### src/rtl/srt_defines.svh
`ifndef SRT_DEFINES_SVH
`define SRT_DEFINES_SVH

// register addresses
`define SRT_ADDR_CONTROL 8'hc8
`define SRT_ADDR_RELOAD_LOW 8'hca
`define SRT_ADDR_RELOAD_HIGH 8'hcb
`define SRT_ADDR_COUNT_LOW 8'hcc
`define SRT_ADDR_COUNT_HIGH 8'hcd

// control fields
`define SRT_BIT_HIGH_FLAG 7
`define SRT_BIT_LOW_FLAG 6
`define SRT_BIT_LOW_IRQ_EN 5
`define SRT_BIT_CAPTURE_EN 4
`define SRT_BIT_SPLIT 3
`define SRT_BIT_RUN 2
`define SRT_BIT_CAP_SRC 1
`define SRT_BIT_EXT_SEL 0

// clock control fields
`define SRT_BIT_HIGH_CLK_SEL 5
`define SRT_BIT_LOW_CLK_SEL 4

// reset values
`define SRT_RESET_BYTE 8'h00

// timing counts
`define SRT_SYS_DIV 12
`define SRT_OSC_DIV 8

`endif

### src/rtl/srt_pkg.sv
package srt_pkg;
  typedef logic [7:0] srt_byte_t;
  typedef enum logic [1:0] {
    SRT_SRC_SYS,
    SRT_SRC_DIV12,
    SRT_SRC_OSC_A,
    SRT_SRC_OSC_B
  } srt_src_t;
endpackage

### src/rtl/srt_osc_tick.sv
`timescale 1ns/1ps
// ****************************************
// oscillator to system clock tick, div by 8
// ****************************************
module srt_osc_tick #(
  parameter int DIV = 8
) (
  // clock and reset
  input wire logic i_mclk,
  input wire logic i_arst_n,
  // oscillator level
  input wire logic i_osc,
  // one system cycle per DIV oscillator rises
  output logic o_tick
);
  localparam int W = (DIV > 1) ? $clog2(DIV) : 1;
  logic sync_a;
  logic sync_b;
  logic sync_c;
  logic [W-1:0] count;
  logic rise;

  // refuse a divider the counter cannot serve
  if (DIV < 2)
  begin : g_bad_div
    $error("DIV must be at least 2");
  end

  always_ff @(posedge i_mclk or negedge i_arst_n)
  begin
    if (!i_arst_n)
    begin
      sync_a <= 1'b0;
      sync_b <= 1'b0;
      sync_c <= 1'b0;
    end
    else
    begin
      sync_a <= i_osc;
      sync_b <= sync_a;
      sync_c <= sync_b;
    end
  end

  assign rise = sync_b & ~sync_c;

  always_ff @(posedge i_mclk or negedge i_arst_n)
  begin
    if (!i_arst_n)
    begin
      count <= '0;
      o_tick <= 1'b0;
    end
    else
    begin
      o_tick <= 1'b0;
      if (rise)
      begin
        if (count == W'(DIV - 1))
        begin
          count <= '0;
          o_tick <= 1'b1;
        end
        else
        begin
          count <= count + W'(1);
        end
      end
    end
  end
endmodule // srt_osc_tick

### src/rtl/srt_div_tick.sv
`timescale 1ns/1ps
// ****************************************
// system clock prescaler tick
// ****************************************
module srt_div_tick #(
  parameter int DIV = 12
) (
  // clock and reset
  input wire logic i_mclk,
  input wire logic i_arst_n,
  // one cycle every DIV
  output logic o_tick
);
  localparam int W = (DIV > 1) ? $clog2(DIV) : 1;
  logic [W-1:0] count;

  // refuse a divider the counter cannot serve
  if (DIV < 2)
  begin : g_bad_div
    $error("DIV must be at least 2");
  end

  always_ff @(posedge i_mclk or negedge i_arst_n)
  begin
    if (!i_arst_n)
    begin
      count <= '0;
      o_tick <= 1'b0;
    end
    else if (count == W'(DIV - 1))
    begin
      count <= '0;
      o_tick <= 1'b1;
    end
    else
    begin
      count <= count + W'(1);
      o_tick <= 1'b0;
    end
  end
endmodule // srt_div_tick

### src/rtl/srt_timer.sv
`timescale 1ns/1ps
`include "srt_defines.svh"
module srt_timer (
  // clock and reset
  input wire logic i_mclk,
  input wire logic i_arst_n,
  // register port
  input wire logic [7:0] i_addr,
  input wire logic i_wr,
  input wire logic [7:0] i_wdata,
  output srt_pkg::srt_byte_t o_rdata,
  // system register bits
  input wire logic [7:0] i_clock_control_register,
  input wire logic i_timer_irq_enable,
  // oscillators
  input wire logic i_ext_osc,
  input wire logic i_rtc_osc,
  // interrupt request
  output logic o_irq
);
  import srt_pkg::*;

  // ****************************************
  // state
  // ****************************************
  srt_byte_t count_low_byte;
  srt_byte_t count_high_byte;
  srt_byte_t reload_low;
  srt_byte_t reload_high;
  logic high_overflow_flag;
  logic low_overflow_flag;
  logic low_irq_enable;
  logic capture_enable;
  logic split_mode;
  logic run_control;
  logic capture_source_select;
  logic external_clock_select;
  logic high_byte_clock_select;
  logic low_byte_clock_select;
  logic tick_div12;
  logic tick_ext;
  logic tick_rtc;
  logic tick_count_osc;
  logic tick_capture;
  logic tick_ext_sel;
  logic tick_low;
  logic tick_high;
  logic inc_low;
  logic inc_high;
  logic wrap_low;
  logic wrap_high;
  logic capture;
  logic wr_control;
  srt_src_t src_low;
  srt_src_t src_high;

  assign high_byte_clock_select =
    i_clock_control_register[`SRT_BIT_HIGH_CLK_SEL];
  assign low_byte_clock_select =
    i_clock_control_register[`SRT_BIT_LOW_CLK_SEL];

  // ****************************************
  // tick sources
  // ****************************************
  srt_div_tick #(
    .DIV(`SRT_SYS_DIV)
  ) u_div12 (
    .i_mclk(i_mclk),
    .i_arst_n(i_arst_n),
    .o_tick(tick_div12)
  );

  srt_osc_tick #(
    .DIV(`SRT_OSC_DIV)
  ) u_ext_tick (
    .i_mclk(i_mclk),
    .i_arst_n(i_arst_n),
    .i_osc(i_ext_osc),
    .o_tick(tick_ext)
  );

  srt_osc_tick #(
    .DIV(`SRT_OSC_DIV)
  ) u_rtc_tick (
    .i_mclk(i_mclk),
    .i_arst_n(i_arst_n),
    .i_osc(i_rtc_osc),
    .o_tick(tick_rtc)
  );

  // ****************************************
  // clock selection
  // ****************************************
  // source 0 counts external, captures rtc; 1 the reverse
  assign tick_count_osc = capture_source_select ? tick_rtc : tick_ext;
  assign tick_capture = capture_source_select ? tick_ext : tick_rtc;
  assign tick_ext_sel = external_clock_select ? tick_count_osc
                                              : tick_div12;

  always_comb
  begin
    if (low_byte_clock_select)
    begin
      src_low = SRT_SRC_SYS;
    end
    else if (!external_clock_select)
    begin
      src_low = SRT_SRC_DIV12;
    end
    else if (capture_source_select)
    begin
      src_low = SRT_SRC_OSC_B;
    end
    else
    begin
      src_low = SRT_SRC_OSC_A;
    end
  end

  // high select only counts in split mode
  always_comb
  begin
    if (split_mode && high_byte_clock_select)
    begin
      src_high = SRT_SRC_SYS;
    end
    else if (split_mode && !external_clock_select)
    begin
      src_high = SRT_SRC_DIV12;
    end
    else if (split_mode)
    begin
      src_high = capture_source_select ? SRT_SRC_OSC_B
                                       : SRT_SRC_OSC_A;
    end
    else
    begin
      src_high = src_low;
    end
  end

  assign tick_low = (src_low == SRT_SRC_SYS) ? 1'b1 : tick_ext_sel;
  assign tick_high = (src_high == SRT_SRC_SYS) ? 1'b1 : tick_ext_sel;

  // ****************************************
  // count enables and wraps
  // ****************************************
  always_comb
  begin
    if (split_mode)
    begin
      inc_low = tick_low;
      inc_high = tick_high & run_control;
    end
    else
    begin
      inc_low = tick_low & run_control;
      inc_high = inc_low & (count_low_byte == 8'hff);
    end
  end

  assign wrap_low = inc_low & (count_low_byte == 8'hff);
  assign wrap_high = inc_high & (count_high_byte == 8'hff);
  assign capture = capture_enable & tick_capture;
  assign wr_control = i_wr & (i_addr == `SRT_ADDR_CONTROL);

  // ****************************************
  // counter
  // ****************************************
  always_ff @(posedge i_mclk or negedge i_arst_n)
  begin
    if (!i_arst_n)
    begin
      count_low_byte <= `SRT_RESET_BYTE;
    end
    else if (i_wr && i_addr == `SRT_ADDR_COUNT_LOW)
    begin
      count_low_byte <= i_wdata;
    end
    else if (!split_mode && wrap_low && wrap_high)
    begin
      count_low_byte <= reload_low;
    end
    else if (split_mode && wrap_low)
    begin
      count_low_byte <= reload_low;
    end
    else if (inc_low)
    begin
      count_low_byte <= count_low_byte + 8'h01;
    end
  end

  always_ff @(posedge i_mclk or negedge i_arst_n)
  begin
    if (!i_arst_n)
    begin
      count_high_byte <= `SRT_RESET_BYTE;
    end
    else if (i_wr && i_addr == `SRT_ADDR_COUNT_HIGH)
    begin
      count_high_byte <= i_wdata;
    end
    else if (wrap_high)
    begin
      count_high_byte <= reload_high;
    end
    else if (inc_high)
    begin
      count_high_byte <= count_high_byte + 8'h01;
    end
  end

  // ****************************************
  // reload registers
  // ****************************************
  always_ff @(posedge i_mclk or negedge i_arst_n)
  begin
    if (!i_arst_n)
    begin
      reload_low <= `SRT_RESET_BYTE;
      reload_high <= `SRT_RESET_BYTE;
    end
    else if (capture)
    begin
      reload_low <= count_low_byte;
      reload_high <= count_high_byte;
    end
    else if (i_wr)
    begin
      if (i_addr == `SRT_ADDR_RELOAD_LOW)
      begin
        reload_low <= i_wdata;
      end
      if (i_addr == `SRT_ADDR_RELOAD_HIGH)
      begin
        reload_high <= i_wdata;
      end
    end
  end

  // ****************************************
  // control register
  // ****************************************
  always_ff @(posedge i_mclk or negedge i_arst_n)
  begin
    if (!i_arst_n)
    begin
      low_irq_enable <= 1'b0;
      capture_enable <= 1'b0;
      split_mode <= 1'b0;
      run_control <= 1'b0;
      capture_source_select <= 1'b0;
      external_clock_select <= 1'b0;
    end
    else if (wr_control)
    begin
      low_irq_enable <= i_wdata[`SRT_BIT_LOW_IRQ_EN];
      capture_enable <= i_wdata[`SRT_BIT_CAPTURE_EN];
      split_mode <= i_wdata[`SRT_BIT_SPLIT];
      run_control <= i_wdata[`SRT_BIT_RUN];
      capture_source_select <= i_wdata[`SRT_BIT_CAP_SRC];
      external_clock_select <= i_wdata[`SRT_BIT_EXT_SEL];
    end
  end

  // set wins over a software write in the same cycle
  always_ff @(posedge i_mclk or negedge i_arst_n)
  begin
    if (!i_arst_n)
    begin
      high_overflow_flag <= 1'b0;
      low_overflow_flag <= 1'b0;
    end
    else
    begin
      if (wrap_high || capture)
      begin
        high_overflow_flag <= 1'b1;
      end
      else if (wr_control)
      begin
        high_overflow_flag <= i_wdata[`SRT_BIT_HIGH_FLAG];
      end
      if (wrap_low)
      begin
        low_overflow_flag <= 1'b1;
      end
      else if (wr_control)
      begin
        low_overflow_flag <= i_wdata[`SRT_BIT_LOW_FLAG];
      end
    end
  end

  // ****************************************
  // interrupt and read back
  // ****************************************
  // level request, gated by i_timer_irq_enable, while the high flag, or the low flag with low_irq_enable set, is pending
  assign o_irq = i_timer_irq_enable
    & (high_overflow_flag
       | (low_irq_enable & low_overflow_flag));

  always_ff @(posedge i_mclk or negedge i_arst_n)
  begin
    if (!i_arst_n)
    begin
      o_rdata <= `SRT_RESET_BYTE;
    end
    else
    begin
      unique case (i_addr)
        `SRT_ADDR_CONTROL: o_rdata <= {high_overflow_flag,
          low_overflow_flag, low_irq_enable, capture_enable,
          split_mode, run_control, capture_source_select,
          external_clock_select};
        `SRT_ADDR_RELOAD_LOW: o_rdata <= reload_low;
        `SRT_ADDR_RELOAD_HIGH: o_rdata <= reload_high;
        `SRT_ADDR_COUNT_LOW: o_rdata <= count_low_byte;
        `SRT_ADDR_COUNT_HIGH: o_rdata <= count_high_byte;
        default: o_rdata <= 8'h00;
      endcase
    end
  end
endmodule // srt_timer

### config.mk
export PLATFORM = sky130hd
export DESIGN_NAME = srt_timer
export DESIGN_NICKNAME = d
export VERILOG_FILES = /design/src/rtl/srt_pkg.sv /design/src/rtl/srt_osc_tick.sv /design/src/rtl/srt_div_tick.sv /design/src/rtl/srt_timer.sv
export VERILOG_INCLUDE_DIRS = /design/src /design/src/rtl
export SDC_FILE = /design/constraint.sdc
export NUM_CORES = 1
export LEC_CHECK = 0
export ABC_AREA = 1
export BUFFER_PORTS_ARGS = -buffer_cell sky130_fd_sc_hd__buf_2
export CAP_MARGIN = 15
export CORE_MARGIN = 2
export CORE_UTILIZATION = 41
export DETAILED_ROUTE_END_ITERATION = 8
export PLACE_DENSITY = 0.69
export SLEW_MARGIN = 20
export SYNTH_ARGS = -nofsm -noshare
export SYNTH_HDL_FRONTEND = slang
export SYNTH_SLANG_ARGS = --single-unit
### constraint.sdc
create_clock -name i_mclk -period 1.5 [get_ports i_mclk]
set_input_delay 0.075 -clock i_mclk [delete_from_list [all_inputs] [get_ports i_mclk]]
set_output_delay 0.075 -clock i_mclk [all_outputs]
set_load 0.005 [all_outputs]
======== Word level (Yosys, flattened, before mapping) ========
Index checks and enable logic that the tools add are counted.
W data, S select, Z words.
word-level totals
  bits in registers ....................... 67
cells by class
  add/sub/neg operators ................... 5
  equal/unequal tests ..................... 10
  multiplexer cells ....................... 39
  bitwise gates (word level) .............. 14
  reduce and logical (&&, ||, !) cells .... 21
operators by type and width
  operator               number
  $mux W8                13
  $eq A8 B8 Y1 const B   7
  $pmux W8 S5            1
  $mux W1                17
  $add A8 B1 Y8 const B  2
  $and A1 B1 Y1          11
  $mux W2                5
  $reduce_bool A2 Y1     5
  $logic_and A1 B1 Y1    7
  $add A3 B1 Y3 const B  2
  $eq A3 B3 Y1 const B   2
  $mux W3                2
  $add A4 B1 Y4 const B  1
  $eq A4 B4 Y1 const B   1
  $logic_not A2 Y1       2
  $mux W4                1
  $reduce_and A2 Y1      2
  $reduce_bool A4 Y1     1
  $reduce_bool A3 Y1     1
  $logic_not A1 Y1       2
  $not A1 Y1             2
  $logic_or A1 B1 Y1     1
  $or A1 B1 Y1           1

======== Longest topological paths before layout ========
Gate-level depths: netlist of run 1.
  word-level depth ........................ 14
  depth in mapped cells ................... 11
  mapped depth without buffers ............ 11

======== Hierarchy ========
Synthesis of run 1 repeated with hierarchy kept, for this count alone.
unflattened totals
  cell total of the unflattened synthesis .. 480
  area total of the unflattened synthesis .. 3,711.1 um2
by module, submodules not included
  module        times used  cells an instance  area each (um2)  sequential area each (um2)
  srt_timer     1           407                2,977.9          1,201.2
  srt_osc_tick  2           25                 262.8            175.2
  srt_div_tick  1           23                 207.7            125.1

======== Least setup slack after synthesis of run 1 ========
No wires, ideal clock.
  path type ............................... flip-flop to flip-flop
  start ................................... register count_high_byte[0]
  end ..................................... register count_high_byte[1]
  arrival ................................. 1.450 ns
  data required time ...................... 1.375 ns
  slack ................................... -0.076 ns
  stages on the path, launching flop included .. 9
  period minus slack after synthesis ...... 1.576 ns
  cells stage by stage .................... dfrtp_1 > ha_1 > nand2_1 > nor2_2 > nand2_1 > inv_1 > or2_2 > nand4_1 > nand3_1
between the ends
  longest elaborated chain between the ends .. 4
  elaborated cells between the ends (all ways) .. 7
  those cells by class .................... add/sub: 1; eq/ne: 1; mux: 3; bitwise: 1; reduce/logical: 1
RTL lines
  item                                           RTL line                            RTL
  start: declaration                             srt_timer.sv:27                     srt_byte_t count_high_byte;
  start signal: assignment                       srt_timer.sv:198                    count_high_byte <= `SRT_RESET_BYTE;
  start signal: assignment                       srt_timer.sv:202                    count_high_byte <= i_wdata;
  start signal: assignment                       srt_timer.sv:206                    count_high_byte <= reload_high;
  $add A8 B1 Y8 or $eq A8 B8 Y1 (tied branches)  srt_timer.sv:210, srt_timer.sv:163
  $mux W8 or $and A1 B1 Y1 (tied branches)       srt_timer.sv:208, srt_timer.sv:163
  $mux W8                                        srt_timer.sv:204                    else if (wrap_high)
  $mux W8                                        srt_timer.sv:200                    else if (i_wr && i_addr == `SRT_ADDR_COUNT_HIGH)
Several ways; a longest one is shown, not always the timed one. The select of a mux whose other input is x is not followed.
A chain may end at the register's enable or synchronous reset.

======== Final worst setup path of run 1 ========
  start ................................... register count_low_byte[1]
  end ..................................... register count_high_byte[3]
between the ends
  longest elaborated chain between the ends .. 6
  elaborated cells between the ends (all ways) .. 7
  those cells by class .................... eq/ne: 1; mux: 3; bitwise: 2; reduce/logical: 1
RTL lines
  item                      RTL line          RTL
  start: declaration        srt_timer.sv:26   srt_byte_t count_low_byte;
  start signal: assignment  srt_timer.sv:174  count_low_byte <= `SRT_RESET_BYTE;
  start signal: assignment  srt_timer.sv:178  count_low_byte <= i_wdata;
  start signal: assignment  srt_timer.sv:182  count_low_byte <= reload_low;
  $eq A8 B8 Y1 *            srt_timer.sv:158  inc_high = inc_low & (count_low_byte == 8'hff);
  $and A1 B1 Y1 *           srt_timer.sv:158
  $mux W1 *                 srt_timer.sv:150  if (split_mode)
  $and A1 B1 Y1             srt_timer.sv:163  assign wrap_high = inc_high & (count_high_byte == 8'hff);
  $mux W8                   srt_timer.sv:204
  $mux W8                   srt_timer.sv:200
Mark *: on every way between the ends. The rest lies on a longest branch, timed or not.

==> results of run 1 <==
## cells in the mapped netlist, drive strengths merged
cell type    n
o22ai        3
buf          5
o2111ai      1
mux2i        1
nand2      168
o21ai       20
xor2         9
o21a         2
xnor2        1
nand4        9
clkbuf       2
o221ai      14
ha           7
a21oi       12
nand3       33
inv         56
nor2        49
a21boi       1
nor3        11
clkinv       1
or2          3
nand3b       1
o211ai       4
dfrtp       67
## layer usage
metal	wire, µm	GRT usage (%)
met5	0	0
met4	183	6.322
met3	508	4.397
met2	4800	35.65
met1	4273	28.11
## power groups by stage
stage	clock network [W]	registers [W]	logic [W]
6_report	0.00187	0.00217	0.000749
5_1_grt	0.00199	0.00219	0.000883
4_1_cts	0.00192	0.00216	0.000741
3_5_place_dp	0	0.00218	0.000704
3_3_place_gp	0	0.00217	0.000667
2_1_floorplan	0	0.00216	0.000400
## state kept, by name, indices dropped and copies added, names as in the netlist, 3 cells and up
| name | flops |
|---|---|
| count_high_byte | 8 |
| count_low_byte | 8 |
| o_rdata | 8 |
| reload_high | 8 |
| reload_low | 8 |
| u_div12.count | 4 |
| u_ext_tick.count | 3 |
| u_rtc_tick.count | 3 |
## timing repair
item / in CTS / in global routing
hold buffers: 3 / 0
endpoints found under the setup margin: 33 / 33
setup buffers: 2 / 3
pin swaps: 1 / 12
gates resized for setup: 22 / 16
hold endpoints to repair: 69 / 0
## stage by stage
step           worst slack [ns]  hold WS (ns)  util, %  power (W)
4_1_cts               -0.006571      0.007002    53.17   0.004820
5_1_grt                 -0.1484       0.02767    54.15   0.005061
3_5_place_dp            -0.1200        0.1274    48.82   0.002882
2_1_floorplan         -0.007281       -0.2206        -   0.002557
6_report               -0.02553       0.02156    54.15   0.004785
3_3_place_gp           -0.06057        0.1245    48.82   0.002835
## tightest hold or removal path, delay by kind of cell
kind,cells,cell delay [ns]
AND/OR/NAND/NOR,2,0.13
buffers and inverters,1,0.13
## cell type report
type | instances | share of cell area, %
multi-input cells | 349 | 39.93
flip-flops and latches | 67 | 35.51
repair buffers | 80 | 11.76
inverters | 57 | 4.690
well taps | 108 | 2.862
clock buffers | 9 | 2.623
clock inverters | 7 | 2.623
## final timing paths
| kind | slack, ns | cells past startpoint | endpoint | start |
|---|---|---|---|---|
| setup / recovery | -0.03 | 8 | count_high_byte[3] | count_low_byte[1] |
| hold / removal | 0.02 | 3 | run_control | i_wdata[2] |
| setup reg to reg | -0.03 | 8 | count_high_byte[3] | count_low_byte[1] |
| hold reg to reg | 0.35 | 0 | u_ext_tick.sync_b | u_ext_tick.sync_a |
| max in group asynchronous | 0.95 | 3 | run_control | i_arst_n |
| min in group asynchronous | 0.27 | 3 | o_rdata[5] | i_arst_n |
## cell families after synthesis
| logic type | Yosys count | synth area share (%) |
|---|---|---|
| AO/OA/AOI/OAI | 57 | 9.838 |
| XOR/XNOR | 10 | 2.375 |
| AND/OR/NAND/NOR | 274 | 32.56 |
| flip-flops | 67 | 45.45 |
| multiplexers | 1 | 0.2714 |
| buffers and inverters | 64 | 7.123 |
| adder cells (fa/ha/maj) | 7 | 2.374 |
==> metrics, run 1 <==
status finished with violations; failing checks negative setup slack; P_sw 0.001318 W; row cnt 34; top cell type's share of synthesized area 45.45%; dpl cells 653; CP Capture Type flop; minimum clock period after layout 1.526 ns; top cells by area, synth dfrtp_1, nand2_1, inv_1; max incr delay on CP 0.41 ns; slowest CP cell dfrtp_1; Synth Instances 480; Comb power frac 15.7%; critical path buffer and inverter count 0; layout cells sized above 1 24.08%; final setup slack of the worst path -0.02553 ns; power share of the clock group 39.1%; Seq pwr share 45.2%; Seq/Total Area, Yosys 45.45%; Final setup viols 5; Mean Syn Cell Area 7.684 µm²; Arrival @ worst endpoint 1.76 ns; area of placed instances 4258 µm²; Max VDD drop 0.6971 mV; clk_lat worst skew 0.35 ns; flops & latches, synth 67; Data required, critical path 1.74 ns; Final GP Congestion 0.9375; Layout fillers 800; wire length of the first global-routing pass 16590 µm; Lkg Pwr 2.453 nW; Slew HR 73.34%; synth warn 0; Power Density 1013 nW/µm²; CP max FO 8; most frequent cells in the layout nand2_1, dfrtp_1, inv_1; antenna violations before repair 0; die area 9771 µm²; Least-Margin Pin Slew 0.3998 ns; Post-Syn Area 3689 µm²; Sequential Area 1677 µm²; Final HPWL DP 7340 µm; CP Cell Sequence ha_4 -> nand3_4 -> nor3_2 -> nand2_2 -> nand2_4 -> nor2_4 -> a21oi_1 -> nand2_1; Remaining DRCs 0; Synth Net Count 517; Hold Crit Class primary input to flop; TritonRoute pass-1 iters 4; CTS H-tree lvls 3; Net Sw Frac 27.54%; wire per inst 14.43 µm; Synth area leader dfrtp_1; largest net degree at the start of global routing 68; Worst Skew 0.008563 ns; vias per cell 5.247; DIE WIDTH 98.85 µm; Initial DRC Count 226; setup TNS -0.09389 ns; IO Port Bufs 32; area used by multi-input combinational logic 1886 µm²; Clock Tree Buf Depth 2; CTS root buf clkbuf_8; CP Class flop to flop; DR vias 3552; Layout Cells excl Fill 677; Setup crit start kind flop; Worst-path clk slew 0.08 ns; commonest non-fill, non-tap cell in the layout nand2_1; WL final 9766 µm; final max-slew violation count 0; Max Cap Violations 0; I/O Pins 39; die height 98.85 µm; final hold violations 0; Final nets 601; Starting Density 42.30%; Top delay family on crit path simple AND/OR/NAND/NOR gates; CTS sink count 67; unrepaired setup endpoints after global routing yes; Synth-to-Final Area Change 28.02%; CTS tree built; Max Fclk 0.6555 GHz; grt ovf 0; Post-DRT Antenna Nets 0; core area 8721 µm²; GRT Util Overall 21.36%; CTS Buf Count 9; Yosys cell types 34; final period utilization 101.7%; ant diodes 0; vias in the first global route 3495; cell internal pwr 0.003467 W; Finished Cell Area 4722 µm²
Power figures use the tool's default switching activity.
==> run 2, diff against run 1 <==
--- a/config.mk
+++ b/config.mk
@@ -10,9 +10,10 @@
 export BUFFER_PORTS_ARGS = -buffer_cell sky130_fd_sc_hd__buf_2
 export CAP_MARGIN = 15
 export CORE_MARGIN = 2
-export CORE_UTILIZATION = 41
+export CORE_UTILIZATION = 38
 export DETAILED_ROUTE_END_ITERATION = 8
-export PLACE_DENSITY = 0.69
+export HOLD_SLACK_MARGIN = 0.03
+export PLACE_DENSITY = 0.66
 export SLEW_MARGIN = 20
 export SYNTH_ARGS = -nofsm -noshare
 export SYNTH_HDL_FRONTEND = slang
==> metrics, run 2 (synthesis gave the netlist of run 1 again) <==
top routing layer in use met4; CP max FO 5; unrepaired setup endpoints after global routing yes; Worst-path clk slew 0.08 ns; Data required, critical path 1.73 ns; Core Util, Final 52.68%; Max Cap Violations 0; Remaining DRCs 0; slowest CP cell dfrtp_1; DP Worst Slack -0.1241 ns; DIE WIDTH 102.5 µm; Starting Density 39.54%; final hold slack 0.03841 ns; Synth-to-Final Area Change 33.21%; power share of the clock group 34.4%; die area 10510 µm²; I/O Pins 39; WL final 10000 µm; Lkg Pwr 2.564 nW; Clock Tree Buf Depth 2; CTS tree built; max incr delay on CP 0.41 ns; GRT Util Overall 20.42%; failing checks negative setup slack; final hold violations 0; largest net degree at the start of global routing 68; final period utilization 102.9%; Comb power frac 17.6%; R2R Setup Slk -0.04 ns; Slew HR 74.23%; Arrival @ worst endpoint 1.78 ns; Final nets 611; met2 wire length 4846 µm; Worst Setup SP count_low_byte[1]; grt ovf 0; Final setup viols 10; CP Class flop to flop; core area 9328 µm²; CTS root buf clkbuf_8; clk_lat worst skew 0.35 ns; wire per inst 14.13 µm; Final Power 0.004511 W; Max VDD drop 0.5982 mV; vias in the first global route 3514; worst reg2reg path depth 9; wire length of the first global-routing pass 16450 µm; Reg-to-Reg End count_high_byte[3]; Initial DRC Count 241; M1 WL 4404 µm; die height 102.5 µm; Net Sw Frac 29.29%; Seq pwr share 48.0%; antenna violations before repair 0; Setup crit start kind flop; Worst Skew 0.01211 ns; CTS Buf Count 9; TritonRoute pass-1 iters 8; CP Capture Type flop; CP Cell Sequence ha_4 -> nand3_4 -> nor3_4 -> nand2_2 -> nand2_4 -> nor2_4 -> buf_6 -> a21oi_2 -> nand2_1; layout cells sized above 1 29.36%; IO Port Bufs 32; CTS H-tree lvls 3; Hold Crit Class primary input to flop; WL met3 560 µm; Final HPWL DP 7237 µm; P_sw 0.001321 W; hold_sp i_wdata[0]; Least-Margin Pin Slew 0.3865 ns; minimum clock period after layout 1.543 ns; most frequent cells in the layout nand2_1, dfrtp_1, inv_1; Power Density 918.1 nW/µm²; commonest non-fill, non-tap cell in the layout nand2_1; DR vias 3539; vias per cell 4.999; status finished with violations; Final GP Congestion 0.9212; worst setup path endpoint count_high_byte[3]; Post-DRT Antenna Nets 0; RR Startpoint count_low_byte[1]; CTS sink count 67; Max Fclk 0.6481 GHz; ant diodes 0; final setup slack of the worst path -0.04298 ns; final max-slew violation count 0; row cnt 35; cell internal pwr 0.003190 W
==> run 2: cell types whose count changed in the layout (fill, tap and decap cells not counted), sizes merged <==
cell         delta
clkinvlp        +1
clkinv          +1
bufinv          -2
buf             +8
clkbuf          +1
dlygate4sd3     +2
inv             -1
==> run 2: power groups by stage <==
stage               Combinational [W]  Clock (W)  Sequential (W)
floorplan                    0.000400          0         0.00216
detailed placement           0.000701          0         0.00218
global placement             0.000668          0         0.00217
global route                 0.000927    0.00166         0.00219
finish                       0.000793    0.00155         0.00217
CTS                          0.000740    0.00159         0.00216
==> run 2: through the flow <==
step                 TNS (ns)  area (µm²)  std cells
finish                -0.1903        4913        708
global route           -1.560        4913        708
detailed placement     -1.886        4307        677
floorplan           -0.007281        3694        480
global placement      -0.7436        4307        677
CTS                  -0.01311        4676        699
==> run 2: how the worst min path moves through the flow <==
| stage | slack, ns | end | depth (start not counted) |
|---|---|---|---|
| floorplan | -0.22 | capture_enable | 0 |
| global placement | 0.12 | count_high_byte[5] | 2 |
| detailed placement | 0.13 | count_high_byte[5] | 2 |
| CTS | 0.04 | external_clock_select | 3 |
| global route | 0.05 | external_clock_select | 3 |
| finish | 0.04 | external_clock_select | 3 |
==> run 2: per-layer routing <==
| layer | GRT usage [%] | vias to the layer above |
|---|---|---|
| met5 | 0 | - |
| met3 | 4.000 | 20 |
| met2 | 34.39 | 98 |
| met1 | 26.30 | 1667 |
| li1 | - | 1754 |
| met4 | 7.179 | 0 |
==> run 2: cell type report <==
type,count,area [µm²]
Fill cell,894,4414
Multi-Input combinational cell,349,1997
Inverter,57,221.5
Timing Repair Buffer,90,655.6
Clock inverter,6,63.81
Sequential cell,67,1677
Clock buffer,10,137.6
Tap cell,129,161.4
==> run 2: worst max-delay path: cells and delay by family (launching register included) <==
family | cells | cell delay, ns
AOI/OAI and AO/OA | 1 | 0.11
adders and majority gates | 1 | 0.17
buffers and inverters | 1 | 0.13
DFF | 1 | 0.41
and+or+nand+nor | 6 | 0.61
==> run 2: repair_timing <==
item | CTS | global route
setup buffers | 1 | 9
endpoints found under the setup margin | 32 | 32
pin swaps | 11 | 24
gates resized for setup | 27 | 42
hold buffers | 5 | 0
hold endpoints to repair | 71 | 0
==> run 3, diff against run 2 <==
--- a/config.mk
+++ b/config.mk
@@ -9,7 +9,7 @@
 export ABC_AREA = 1
 export BUFFER_PORTS_ARGS = -buffer_cell sky130_fd_sc_hd__buf_2
 export CAP_MARGIN = 15
-export CORE_MARGIN = 2
+export CORE_ASPECT_RATIO = 1.75
 export CORE_UTILIZATION = 38
 export DETAILED_ROUTE_END_ITERATION = 8
 export HOLD_SLACK_MARGIN = 0.03
==> metrics, run 3 (synthesis gave the netlist of run 1 again) <==
CTS Buf Count 9; CP Class flop to flop; CTS root buf clkbuf_16; Post-DRT Antenna Nets 0; setup TNS -0.2848 ns; TritonRoute pass-1 iters 5; IO Port Bufs 32; Layout Cells excl Fill 703; vias per cell 5.152; final period utilization 103.3%; CTS sink count 67; final setup slack of the worst path -0.04973 ns; Data required, critical path 1.77 ns; Max VDD drop 0.6692 mV; Max Cap Violations 0; Initial DRC Count 327; grt ovf 0; die area 10120 µm²; dpl cells 676; Synth-to-Final Area Change 33.72%; clk_lat worst skew 0.33 ns; Worst-path clk slew 0.05 ns; largest net degree at the start of global routing 68; GRT Util Overall 23.50%; vias in the first global route 3602; core area 9468 µm²; failing checks negative setup slack; final max-slew violation count 0; most frequent cells in the layout nand2_1, dfrtp_1, buf_4; Starting Density 38.96%; Slew HR 68.61%; Final GP Congestion 0.9534; Lkg Pwr 2.613 nW; layout cells sized above 1 26.85%; minimum clock period after layout 1.550 ns; Max Fclk 0.6453 GHz; Remaining DRCs 0; unrepaired setup endpoints after global routing yes; Final nets 614; die height 132.3 µm; Arrival @ worst endpoint 1.82 ns; CTS tree built; Hold Crit Class primary input to flop; ant diodes 0; WL final 11160 µm; Final HPWL DP 8419 µm; final hold violations 0; Core Util, Final 52.09%; row cnt 47; Worst Skew 0.003970 ns; I/O Pins 39; Clock Tree Buf Depth 2; status finished with violations; CTS H-tree lvls 3; wire length of the first global-routing pass 17910 µm; wire per inst 15.87 µm; antenna violations before repair 0; CP max FO 5; final hold slack 0.07995 ns; CP Capture Type flop; commonest non-fill, non-tap cell in the layout nand2_1; DR vias 3622; Setup crit start kind flop; Least-Margin Pin Slew 0.4694 ns; Power Density 984.1 nW/µm²; DIE WIDTH 76.48 µm; Final setup viols 10
[run 3: cell types whose count changed in the layout (fill, tap and decap cells not counted), moves of 4 or more]
cell	before	now
nand2_2	14	6
nand3_2	11	4
nor2_2	5	1
clkbuf_16	0	9
nand3_1	19	26
clkbuf_8	10	1
buf_4	45	50
nor2_1	40	44
nand2_1	148	156
[run 3: cell type report]
cell class	count	area, µm²
sequential	67	1678
clock buffer	13	250.2
fill	878	4536
multi-input combinational	349	1944
inverter	57	221.5
clock inverter	2	12.51
tap	122	152.6
timing repair buffer	93	673.1
[run 3: per-layer routing]
metal	global-route usage [%]	wire length [µm]
met1	23.86	3867
met2	42.19	5999
met3	5.121	485
met4	16.13	807
met5	0	0
[run 3: worst paths after layout]
check	from	slack (ns)	cells after the start	to
setup / recovery	count_high_byte[1]	-0.05	11	count_low_byte[3]
hold / removal	i_wdata[2]	0.08	3	run_control
setup reg to reg	count_high_byte[1]	-0.05	11	count_low_byte[3]
hold reg to reg	u_ext_tick.sync_a	0.35	0	u_ext_tick.sync_b
max in group asynchronous	i_arst_n	0.91	3	count_high_byte[6]
min in group asynchronous	i_arst_n	0.28	3	u_div12.count[0]
[run 3: what timing repair did]
item                                    4_1_cts  5_1_grt
resized for setup                            23       33
hold buffers                                  3        0
endpoints found under the setup margin       33       33
endpoints found under the hold margin        69        0
setup buffers                                 4        6
pin swaps                                     7       12
cloned                                        0        0
[run 3: report_power, final]
group,internal [W],switching (W)
Combinational,0.000352,0.000428
Sequential,0.00201,0.000152
Clock,0.00115,0.000763
Total,0.00351,0.00134
[run 3: metrics by stage]
step | instance area (µm²) | setup WS (ns) | power, W
after floorplan | 3694 | -0.007281 | 0.002557
after global placement | 4355 | -0.07747 | 0.002863
after detailed placement | 4355 | -0.1399 | 0.002903
after CTS | 4772 | -0.1447 | 0.004841
after global routing | 4932 | -0.1917 | 0.005096
final | 4932 | -0.04973 | 0.004854
[run 3: critical path, cell delays in order (launching register included)]
cell and delay [ns]:
dfrtp_1 0.35, ha_2 0.19, nand2_2 0.08, nor2_4 0.12
nand3_2 0.11, nand2_4 0.11, buf_4 0.12, buf_4 0.10
nand4_1 0.09, nand3_1 0.11, nand2_1 0.06, nand2_1 0.05
